--- src/hdl/bcd_pkg.sv ---
package bcd_pkg;

  // ************************************************************
  // Sizes of the channel array and the serial word.
  // ************************************************************
  localparam int unsigned NUM_CH = 4;
  localparam int unsigned CODE_W = 8;
  localparam int unsigned CH_W = 2;
  localparam int unsigned WORD_W = CH_W + 1 + CODE_W;

  // Field positions inside the shifted word, sent most significant bit first.
  localparam int unsigned CODE_LSB = 0;
  localparam int unsigned GAIN_POS = CODE_W;
  localparam int unsigned CH_LSB = CODE_W + 1;

  // ************************************************************
  // Timing of the current regulator.
  // ************************************************************
  localparam int unsigned CLK_PERIOD_NS = 10;
  localparam int unsigned OFF_TIME_NS = 25000;
  localparam int unsigned FAST_DECAY_NS = 7500;
  localparam int unsigned BLANK_NS = 1200;
  // The off-time is a longest time, so it rounds down; blanking is a least time.
  localparam int unsigned OFF_CYC = OFF_TIME_NS / CLK_PERIOD_NS;
  localparam int unsigned FAST_CYC = FAST_DECAY_NS / CLK_PERIOD_NS;
  localparam int unsigned BLANK_CYC = (BLANK_NS + CLK_PERIOD_NS - 1) / CLK_PERIOD_NS;
  localparam int unsigned PWM_CNT_W = 12;

  // ************************************************************
  // Types.
  // ************************************************************
  typedef struct packed {
    logic gain_x2;
    logic [CODE_W-1:0] code;
  } bcd_setting_s;

  localparam bcd_setting_s SETTING_RST = '0;

  // Every pin that crosses into the core clock domain.
  typedef struct packed {
    logic ser_clk;
    logic ser_data;
    logic word_latch;
    logic deferred_update;
    logic [NUM_CH-1:0] dir;
    logic [NUM_CH-1:0] trip;
  } bcd_pins_s;

  typedef enum logic [1:0] {
    PWM_IDLE,
    PWM_ON,
    PWM_FAST,
    PWM_SLOW
  } bcd_pwm_e;

  typedef struct packed {
    bcd_pwm_e state;
    logic [PWM_CNT_W-1:0] cnt;
    logic on;
    logic fast;
  } bcd_pwm_s;

endpackage

--- src/hdl/bcd_top.sv ---
// What this block does
// RULE_01: Shift serial data in, one bit on each falling serial clock edge.
// RULE_02: While deferred update is high, keep shifting but hold all converter outputs.
// RULE_03: Apply pending converter values only on deferred update high-to-low.
// RULE_04: Latch strobe with deferred update low updates the addressed channel at once.
// RULE_05: Keep a separate 8-bit current setting for each of four channels.
// RULE_06: The serial word selects unity or doubled converter gain.
// RULE_07: Each bridge direction follows its own direction input level.
// RULE_08: Regulate each bridge with fixed off-time PWM and mixed decay.
// RULE_09: Host holds data stable before falling clock; full word before latch strobe.
// RULE_10: Word holds channel select, gain bit and 8-bit code, MSB first.
`timescale 1ns/10ps
`default_nettype none

module bcd_top #(
  parameter int unsigned OFF_CYC = bcd_pkg::OFF_CYC,
  parameter int unsigned FAST_CYC = bcd_pkg::FAST_CYC,
  parameter int unsigned BLANK_CYC = bcd_pkg::BLANK_CYC
) (
  // Clock and reset.
  input wire logic core_clk,
  input wire logic rst,
  // Serial load pins from the host.
  input wire logic ser_clk,
  input wire logic ser_data,
  input wire logic word_latch_strobe,
  input wire logic deferred_update_strobe,
  // Direction pins, one per bridge.
  input wire logic bridge1_direction,
  input wire logic bridge2_direction,
  input wire logic bridge3_direction,
  input wire logic bridge4_direction,
  // Current comparator trips from the sense stage.
  input wire logic [bcd_pkg::NUM_CH-1:0] current_trip,
  // Converter settings.
  output logic [bcd_pkg::NUM_CH-1:0][bcd_pkg::CODE_W-1:0] dac_code,
  output logic [bcd_pkg::NUM_CH-1:0] dac_gain_x2,
  // Bridge drive.
  output logic [bcd_pkg::NUM_CH-1:0] bridge_dir,
  output logic [bcd_pkg::NUM_CH-1:0] bridge_on,
  output logic [bcd_pkg::NUM_CH-1:0] bridge_fast_decay
);

  // ************************************************************
  // Word decoding.
  // ************************************************************

  // Channel index carried in the upper field of a word.
  function automatic logic [bcd_pkg::CH_W-1:0] word_channel(
    input logic [bcd_pkg::WORD_W-1:0] w
  );
    word_channel = w[bcd_pkg::CH_LSB +: bcd_pkg::CH_W]; // see RULE_10
  endfunction

  // Gain bit and code of a word.
  function automatic bcd_pkg::bcd_setting_s word_setting(
    input logic [bcd_pkg::WORD_W-1:0] w
  );
    bcd_pkg::bcd_setting_s s;
    s.gain_x2 = w[bcd_pkg::GAIN_POS]; // see RULE_06
    s.code = w[bcd_pkg::CODE_LSB +: bcd_pkg::CODE_W]; // see RULE_10
    word_setting = s;
  endfunction

  // A synchronised level that was high one clock ago and is low now.
  function automatic logic went_low(
    input logic prev_lvl,
    input logic cur_lvl
  );
    went_low = prev_lvl & ~cur_lvl;
  endfunction

  // The rising counterpart, used for the word latch strobe.
  function automatic logic went_high(
    input logic prev_lvl,
    input logic cur_lvl
  );
    went_high = ~prev_lvl & cur_lvl;
  endfunction

  // ************************************************************
  // State.
  // ************************************************************

  // Everything the block remembers outside the regulators lives in one register, so reset and
  // clocking stay in a single process and no field can be left out of reset.
  // The settings are kept as plain vectors and viewed through the struct type.
  typedef struct packed {
    bcd_pkg::bcd_pins_s sync1;
    bcd_pkg::bcd_pins_s sync2;
    logic clk_prev;
    logic latch_prev;
    logic update_prev;
    logic [bcd_pkg::WORD_W-1:0] shift;
    logic [bcd_pkg::NUM_CH-1:0][$bits(bcd_pkg::bcd_setting_s)-1:0] pend;
    logic [bcd_pkg::NUM_CH-1:0][$bits(bcd_pkg::bcd_setting_s)-1:0] live;
    logic [bcd_pkg::NUM_CH-1:0] dir;
    logic [bcd_pkg::NUM_CH-1:0] enable;
  } bcd_top_s;

  bcd_top_s r, n;
  bcd_pkg::bcd_pins_s pins;
  logic clk_fall;
  logic latch_rise;
  logic update_fall;
  logic [bcd_pkg::CH_W-1:0] sel_ch;
  bcd_pkg::bcd_setting_s new_set;
  bcd_pkg::bcd_setting_s cur_set;

  // Neutral value that the per-channel loop variable starts from, so the
  // combinational process never leaves it unassigned on any path.
  localparam bcd_pkg::bcd_setting_s SETTING_RST_L = bcd_pkg::SETTING_RST;

  // ************************************************************
  // Pin capture and edge detection.
  // ************************************************************

  // Gather every asynchronous pin so they cross together through two flops.
  always_comb begin
    pins.ser_clk = ser_clk;
    pins.ser_data = ser_data;
    pins.word_latch = word_latch_strobe;
    pins.deferred_update = deferred_update_strobe;
    pins.dir = {bridge4_direction, bridge3_direction, bridge2_direction, bridge1_direction};
    pins.trip = current_trip;
  end

  // Edge detectors look only at the second stage and its delayed copy; both
  // copies reset low, so the idle-high serial clock cannot fake a fall at start.
  assign clk_fall = went_low(r.clk_prev, r.sync2.ser_clk);
  assign latch_rise = went_high(r.latch_prev, r.sync2.word_latch);
  assign update_fall = went_low(r.update_prev, r.sync2.deferred_update);
  assign sel_ch = word_channel(r.shift);
  assign new_set = word_setting(r.shift);

  // ************************************************************
  // Next-state logic.
  // ************************************************************

  // Limits that the host must keep to:
  // - Each half period of the serial clock must last longer than one core clock,
  //   or a short pulse can fall between two samples and a bit is lost.
  // - Only the last eleven bits shifted before a latch strobe count; a longer
  //   frame simply pushes the oldest bits out.
  // - A latch strobe acts on the third core clock after its pin rises, so the
  //   last bit must be shifted before the strobe is raised.
  // - There is no frame marker: a host that loses count must resend a full word.

  // Data is sampled on the same synchronised edge as the clock; the host keeps
  // it stable around the falling edge, which the 80 ns link period allows.
  always_comb begin
    n = r;
    cur_set = SETTING_RST_L;
    n.sync1 = pins;
    n.sync2 = r.sync1;
    n.clk_prev = r.sync2.ser_clk;
    n.latch_prev = r.sync2.word_latch;
    n.update_prev = r.sync2.deferred_update;
    if (clk_fall) begin
      n.shift = {r.shift[bcd_pkg::WORD_W-2:0], r.sync2.ser_data}; // see RULE_01
    end
    // A strobe stores the word as pending for its channel in every case.
    if (latch_rise) begin
      n.pend[sel_ch] = new_set; // see RULE_05
      if (!r.sync2.deferred_update) begin
        n.live[sel_ch] = new_set; // see RULE_04
      end
    end
    // Held outputs move only on the falling edge of the deferred update pin,
    // taking any word latched in the same cycle as well.
    if (update_fall) begin
      n.live = n.pend; // see RULE_03
    end else if (r.sync2.deferred_update && !latch_rise) begin
      n.live = r.live; // see RULE_02
    end
    n.dir = r.sync2.dir; // see RULE_07
    // A zero code asks for no current, so the bridge idles.
    for (int i = 0; i < bcd_pkg::NUM_CH; i++) begin
      cur_set = r.live[i];
      n.enable[i] = (cur_set.code != '0);
    end
  end

  // State register; reset clears every setting so no bridge drives.
  always_ff @(posedge core_clk or posedge rst) begin
    if (rst) begin
      r <= '0;
    end else begin
      r <= n;
    end
  end

  // ************************************************************
  // Outputs and per-bridge regulators.
  // ************************************************************

  // One regulator per bridge: a trip on one channel never shortens the
  // off-time of another, at the cost of four copies of the counter logic.
  // The enable lags the live code by one clock, which the regulator tolerates.
  for (genvar g = 0; g < bcd_pkg::NUM_CH; g++) begin : g_ch
    bcd_pkg::bcd_setting_s out_set;
    assign out_set = r.live[g];
    assign dac_code[g] = out_set.code; // see RULE_05
    assign dac_gain_x2[g] = out_set.gain_x2; // see RULE_06
    assign bridge_dir[g] = r.dir[g]; // see RULE_07

    // Trip is read from the second synchroniser stage only.
    bcd_pwm #(
      .OFF_CYC(OFF_CYC),
      .FAST_CYC(FAST_CYC),
      .BLANK_CYC(BLANK_CYC)
    ) u_pwm (
      .core_clk(core_clk),
      .rst(rst),
      .enable(r.enable[g]),
      .trip(r.sync2.trip[g]),
      .drive_on(bridge_on[g]),
      .fast_decay(bridge_fast_decay[g])
    ); // see RULE_08
  end

endmodule // bcd_top

`default_nettype wire

--- src/hdl/bcd_pwm.sv ---
`timescale 1ns/10ps
`default_nettype none

module bcd_pwm #(
  parameter int unsigned OFF_CYC = bcd_pkg::OFF_CYC,
  parameter int unsigned FAST_CYC = bcd_pkg::FAST_CYC,
  parameter int unsigned BLANK_CYC = bcd_pkg::BLANK_CYC
) (
  // Clock and reset.
  input wire logic core_clk,
  input wire logic rst,
  // Regulation control, already synchronised.
  input wire logic enable,
  input wire logic trip,
  // Bridge drive.
  output logic drive_on,
  output logic fast_decay
);

  bcd_pkg::bcd_pwm_s r, n;

  // One fixed off-time per trip: fast decay first, then slow decay for the rest.
  always_comb begin
    n = r;
    case (r.state)
      bcd_pkg::PWM_IDLE: begin
        n.on = 1'b0;
        n.fast = 1'b0;
        if (enable) begin
          n.state = bcd_pkg::PWM_ON;
          n.cnt = '0;
          n.on = 1'b1;
        end
      end
      bcd_pkg::PWM_ON: begin
        // The trip is ignored while blanked, so switching spikes cannot end the phase.
        if (r.cnt < bcd_pkg::PWM_CNT_W'(BLANK_CYC)) begin
          n.cnt = r.cnt + 1'b1;
        end
        if (!enable) begin
          n.state = bcd_pkg::PWM_IDLE;
          n.on = 1'b0;
        end else if (trip && r.cnt >= bcd_pkg::PWM_CNT_W'(BLANK_CYC)) begin // see RULE_08
          n.state = bcd_pkg::PWM_FAST;
          n.cnt = '0;
          n.on = 1'b0;
          n.fast = 1'b1;
        end
      end
      bcd_pkg::PWM_FAST: begin
        n.cnt = r.cnt + 1'b1;
        if (r.cnt == bcd_pkg::PWM_CNT_W'(FAST_CYC - 1)) begin // see RULE_08
          n.state = bcd_pkg::PWM_SLOW;
          n.fast = 1'b0;
        end
      end
      bcd_pkg::PWM_SLOW: begin
        n.cnt = r.cnt + 1'b1;
        if (r.cnt == bcd_pkg::PWM_CNT_W'(OFF_CYC - 1)) begin // see RULE_08
          n.cnt = '0;
          n.state = enable ? bcd_pkg::PWM_ON : bcd_pkg::PWM_IDLE;
          n.on = enable;
        end
      end
      default: begin
        n = '0;
      end
    endcase
  end

  // State register.
  always_ff @(posedge core_clk or posedge rst) begin
    if (rst) begin
      r <= '0;
    end else begin
      r <= n;
    end
  end

  assign drive_on = r.on;
  assign fast_decay = r.fast;

endmodule // bcd_pwm

`default_nettype wire

--- config.mk ---
export PLATFORM = sky130hd
export DESIGN_NAME = bcd_top
export DESIGN_NICKNAME = d
export VERILOG_FILES = /design/src/hdl/bcd_pkg.sv /design/src/hdl/bcd_top.sv /design/src/hdl/bcd_pwm.sv
export SDC_FILE = /design/constraint.sdc
export NUM_CORES = 1
export LEC_CHECK = 0
export BUFFER_PORTS_ARGS = -buffer_cell sky130_fd_sc_hd__buf_2
export CORE_MARGIN = 2
export CORE_UTILIZATION = 50
export CTS_CLUSTER_DIAMETER = 40
export DETAILED_ROUTE_END_ITERATION = 8
export GPL_TIMING_DRIVEN = 0
export PLACE_DENSITY = 0.68
export SLEW_MARGIN = 40
export SYNTH_ARGS = -nofsm -noshare
export SYNTH_HDL_FRONTEND = slang
export SYNTH_HIERARCHICAL = 1
export SYNTH_SLANG_ARGS = --single-unit
--- constraint.sdc ---
create_clock -name core_clk -period 5.6 [get_ports core_clk]
set_input_delay 0.56 -clock core_clk [delete_from_list [all_inputs] [get_ports core_clk]]
set_output_delay 0.56 -clock core_clk [all_outputs]
set_load 0.02 [all_outputs]
### Yosys cells after proc, flatten, opt, wreduce, memory -nomap -nowiden

Index checks and enable logic that the tools add are counted.

| storage, ports and cells | value |
|---|---|
| input bits | 14 |
| output and inout port bits | 48 |
| register bits after elaboration | 182 |
| word-level logic and storage cells | 209 |

| operators by class | value |
|---|---|
| bitwise operators | 6 |
| $add $sub $neg | 4 |
| reductions and logical operators | 37 |
| mux-type cells | 64 |
| equal/unequal tests | 46 |
| order comparisons | 10 |

Operator list:

| kind | number |
|---|---|
| 14-bit case mux with 4 select lines | 4 |
| 15-bit 2-to-1 mux | 8 |
| 36-bit 2-to-1 mux | 3 |
| 12-bit 2-to-1 mux | 8 |
| 36-bit bitwise mux | 2 |
| 72-bit 2-to-1 mux | 1 |
| 16-bit 2-to-1 mux | 4 |
| 12-bit by 1-bit adder with 12-bit output, second input constant | 4 |
| 12-bit by 10-bit == test with 1-bit output, second input constant | 4 |
| 12-bit == test, second input constant | 4 |
| 12-bit by 7-bit greater-or-equal comparator with 1-bit output, second input constant | 4 |
| 12-bit by 7-bit less-than comparator with 1-bit output, second input constant | 4 |
| 4-bit AND reduction | 8 |
| 8-bit nonzero test | 4 |
| 2-bit by 1-bit != test with 1-bit output, second input constant | 13 |
| 1-bit case mux with 3 select lines | 8 |
| 3-bit nonzero test | 8 |
| 9-bit demux with 2-bit select | 1 |
| 2-bit != test, second input constant | 9 |
| 2-bit == test, second input constant | 8 |
| 1-bit 2-to-1 mux | 16 |
| 2-bit 2-to-1 mux | 8 |
| 3-bit AND reduction | 5 |
| 3-bit by 2-bit != test with 1-bit output, second input constant | 4 |
| 10 further kinds | 25 |

### Longest topological paths before layout

| depth | value |
|---|---|
| depth after elaboration | 9 |
| mapped depth | 6 |
| gate-level depth less buffers | 6 |

### Cells and area by module

Netlist, hierarchy kept.

Modules (own cells, without submodules):

| module | sequential area each (µm²) | cells an instance | times used | area each (µm²) |
|---|---|---|---|---|
| bcd_top | 2952.8 | 486 | 1 | 5058.6 |
| bcd_pwm | 400.4 | 130 | 4 | 1157.4 |

### Least setup slack after synthesis

Ideal clock, no wire load.

| path | value |
|---|---|
| path type | reg-to-reg |
| start point | register g_ch[0].u_pwm/r[2] (netlist name) |
| end point | register g_ch[0].u_pwm/r[12] (netlist name) |
| path buffers | 0 |
| data arrival time | 1.665 ns |
| cell stages (with the launch flop) | 6 |
| setup time | 0.082 ns |
| required time | 5.518 ns |
| setup slack | 3.854 ns |
| clock period less this slack | 1.746 ns |
| cells stage by stage | dfrtp_1 > ha_1 > nor4b_2 > a41oi_2 > or3b_1 > a31oi_1 |

| between the ends | value |
|---|---|
| word-level cells in the longest chain between the ends | 5 |
| elaborated cells between the ends (all ways) | 10 |
| those cells by class | add/sub (1); order compare (2); eq/ne (1); mux (5); reduce/logical (1) |

Ends and longest elaborated chain:

| element | line | text |
|---|---|---|
| start: declaration | bcd_pwm.sv:20 | `bcd_pkg::bcd_pwm_s r, n;` |
| start signal: assignment | bcd_pwm.sv:76 | `r <= n;` |
| 12-bit by 1-bit adder with 12-bit output, or another cell as far along | bcd_pwm.sv:38, bcd_pwm.sv:51, bcd_pwm.sv:58 |  |
| 12-bit 2-to-1 mux / 1-bit logical AND (equally long branches) | bcd_pwm.sv:37, bcd_pwm.sv:43 |  |
| 16-bit 2-to-1 mux | bcd_pwm.sv:43 | `end else if (trip && r.cnt >= bcd_pkg::PWM_CNT_W'(BLANK_CYC)) begin` |
| 12-bit 2-to-1 mux | bcd_pwm.sv:40 | `if (!enable) begin` |
| 14-bit case mux with 4 select lines (*) | bcd_pwm.sv:25 | `case (r.state)` |

Every way passes the cells marked *; elsewhere a longest branch is shown, timed or not. The select of a mux whose other input is x is not followed.
A chain may end at the register's enable or synchronous reset.

### Worst setup path after layout

| path | value |
|---|---|
| start point | register g_ch[3].u_pwm/r[2] (netlist name) |
| end point | register g_ch[3].u_pwm/r[7] (netlist name) |

| between the ends | value |
|---|---|
| word-level cells in the longest chain between the ends | 5 |
| elaborated cells between the ends (all ways) | 10 |
| those cells by class | add/sub (1); order compare (2); eq/ne (1); mux (5); reduce/logical (1) |

Ends and longest elaborated chain:

| element | line |
|---|---|
| start: declaration | bcd_pwm.sv:20 |
| start signal: assignment | bcd_pwm.sv:76 |
| 12-bit by 1-bit adder with 12-bit output, or another cell as far along | bcd_pwm.sv:38, bcd_pwm.sv:51, bcd_pwm.sv:58 |
| 12-bit 2-to-1 mux / 1-bit logical AND (equally long branches) | bcd_pwm.sv:37, bcd_pwm.sv:43 |
| 16-bit 2-to-1 mux | bcd_pwm.sv:43 |
| 12-bit 2-to-1 mux | bcd_pwm.sv:40 |
| 14-bit case mux with 4 select lines (*) | bcd_pwm.sv:25 |

Marks and branches as above.

==> out/qor.csv <==
stage;metric;value;unit
routing;drt-initial-drc-count;612;
routing;dr.pass1.iters;5;
cells_and_area;nets;1113;
clocking;cts_resized;0;
cells_and_area;areaGrowthSynthToFinish;12.9;%
power;irDropWorstVdd;0.000275;V
timing;rsz0062_at_grt;no;
synthesis;synth_nets;1032;
synthesis;ys.flop_type;dfrtp_1;
synthesis;async_flop_share;100;%
place;place_area;0.0104;mm^2
routing;vias;8106;
global_route;grt.total_usage;24.3;%
power;clkPwrFrac;23.2;%
die;rows;50;
synthesis;synth_top_cell_by_area;dfrtp_1;
clocking;cts.sinks;182;
timing;fin_crit;2.16;ns
synthesis;netlist_instances;1006;
routing;wl;24.2;mm
cells_and_area;drive_gt1_share;21.2;%
critical_path;crit_arrival;2.45;ns
timing;hold_violations;0;
global_route;grt_pass1_wl;39.3;mm
clocking;numCtsBuffers;17;
timing;finalSetupViolCount;0;
timing;slew_violations;0;
synthesis;yosys_register_bits;182;
timing;post-route-period-util;38.6;%
place;dp_hpwl;16.6;mm
timing;fin_setup_tns;0;ns
power;p_int;3.11;mW
clocking;tritoncts;done;
routing;postRouteAntennaNets;0;
cells_and_area;n_antenna_cell;0;
die;pin_count;62;
clocking;clk_pin_slew;0.07;ns
synthesis;ys_seq_area_share;47.0;%
global_route;antenna_found_initial;0;
routing;avgRoutedWirePerCell;17.8;um
critical_path;cp-start-kind;register;
global_route;grt_pass1_vias;7633;
power;power_density;468;mW/mm^2
status;status;completed;
cells_and_area;final_cell_mix;nand2_1 (192), dfrtp_1 (182), buf_2 (85);
synthesis;synth_edf_count;0;
die;fp.coreArea;0.0188;mm^2
die;start_util;51.4;%
timing;clock_skew;0.0109;ns
synthesis;synth_area_leaders;dfrtp_1 (47%), nand2_1 (7.4%), nand3_1 (3.7%), buf_4 (3.4%), a32oi_1 (3.3%);
cells_and_area;design_area;0.0109;mm^2
clocking;htreeDepth;4;
power;totalPowerFinal;5.11;mW
cells_and_area;multi_input_area;0.00435;mm^2
synthesis;ys_warn_count;6;
clocking;cts_buffer_depth;2;
cells_and_area;mostFrequentLayoutCell;nand2_1;
place;io_buffer_count;61;
timing;fmax;462;MHz
global_route;gr-total-overflow;0;
critical_path;crit_path_max_fanout;10;
place;gp_congestion;0.914;
power;switchingPower;2.01;mW
clocking;ctsHoldBuffers;0;
die;die_w;143;um
critical_path;crit_type;register to register;
die;die_y;143;um
min_path;hold_path.class;input port to async pin;
clocking;cts_setup_buffers;0;
power;p_seq_share;40.9;%
flow_run;max_cap_violations;0;
timing;worst_pin_slew;0.688;ns
synthesis;synth_top_area_share;47.0;%
routing;viasPerCell;5.96;
synthesis;avgSynthCellArea;9.63;um^2
cells_and_area;regArea;0.00455;mm^2
routing;route.detailed.drc;0;
clocking;clockRootBuffer;clkbuf_16;
clocking;clk_latency;0.44;ns
synthesis;synth.distinct_cells;53;
cells_and_area;nFillCells;1696;
critical_path;worstPathRequired;5.89;ns
die;die_area;0.0205;mm^2
critical_path;cp-end-kind;register;
power;p_leak;4.95;nW
timing;relSlewSlack;54.1;%
power;pwr-share-comb;35.9;%
global_route;grt_max_degree;82;
synthesis;netlist_area;0.00969;mm^2
power;p_sw_share;39.2;%
[through the flow]
step	setup slack (ns)	instances	util, %	hold slack (ns)
floorplan	1.91	1006	-	0.331
global placement	0.471	1327	54.8	0.332
detailed placement	3.49	1328	55.0	0.336
CTS	3.47	1359	58.0	0.150
global route	3.36	1359	58.1	0.166
finish	3.44	1359	58.1	0.151
[power groups by stage]
stage               Clock [mW]  Combinational [mW]  Sequential, mW
floorplan                    0                1.38            1.99
global placement             0                1.79            2.09
detailed placement           0                1.82            2.10
CTS                       1.21                1.83            2.08
global route              1.27                2.03            2.14
finish                    1.19                1.84            2.09
[cell type report]
type	instances	area share, %
plain buffers	105	5.87
clock buffers	18	4.02
clock inverters	13	1.20
inverters	41	1.48
multi-input cells	678	39.8
flip-flops and latches	182	41.7
well taps	260	2.98
repair buffers	62	3.04
[sequential cells by signal, summed over array words and instances, names as in the netlist, named ones only]
signal,count
g_ch.u_pwm/r,52
bridge_dir,4
g_ch.out_set,27
cur_set,9
g_ch.u_pwm/drive_on,4
n,19
r,50
new_set,9
g_ch.u_pwm/fast_decay,4
[worst paths after layout]
kind / startpoint / to / slack (ns) / cells past startpoint
hold reg to reg: n[100] / n[6] / 0.35 / 0
setup reg to reg: g_ch[3].u_pwm/r[2] / g_ch[3].u_pwm/r[7] / 3.44 / 6
setup / recovery: g_ch[3].u_pwm/r[2] / g_ch[3].u_pwm/r[7] / 3.44 / 6
max in group asynchronous: rst / r[44] / 4.78 / 3
min in group core_clk: ser_data / n[104] / 0.22 / 1
hold / removal: rst / n[97] / 0.15 / 2
[cells by family (layout without fill, tap and decap cells)]
logic type | count (synthesis) | in the layout | synth area share [%]
buffers and inverters | 146 | 239 | 8.21
DFF | 182 | 182 | 47.0
AOI/OAI and AO/OA | 200 | 200 | 15.1
adders and majority gates | 12 | 12 | 1.55
muxes | 15 | 15 | 1.74
and+or+nand+nor | 447 | 447 | 26.0
xor gates and xnor gates | 4 | 4 | 0.362
[critical path: stages (launching register included)]
cell and delay (ns):
dfrtp_1 0.46, ha_1 0.34, nor4b_2 0.37, a41oi_2 0.28, buf_2 0.28, o21ai_1 0.15
o221ai_1 0.13
[layer usage]
| layer | share of wire (%) | wire [um] | GRT usage (%) | up-vias |
|---|---|---|---|---|
| li1 | - | - | - | 3803 |
| met4 | 2.0 | 490 | 7.24 | 0 |
| met5 | 0 | 0 | 0 | - |
| met2 | 48 | 11600 | 40.4 | 276 |
| met3 | 5.8 | 1400 | 3.86 | 41 |
| met1 | 44 | 10700 | 33.0 | 3986 |
[cells in the mapped netlist, drive strengths merged (9+ instances only)]
cell / instances
nand2: 192
dfrtp: 182
buf: 75
nand3: 72
inv: 41
nand3b: 40
a32oi: 36
o21ai: 36
a21oi: 32
clkbuf: 30
nor3: 24
a31oi: 20
and4: 16
nor2: 16
mux2: 15
nor2b: 14
ha: 12
nand4: 12
nor4: 12
o211ai: 12
nand2b: 9
No activity file was read; power rests on OpenSTA's default activity.
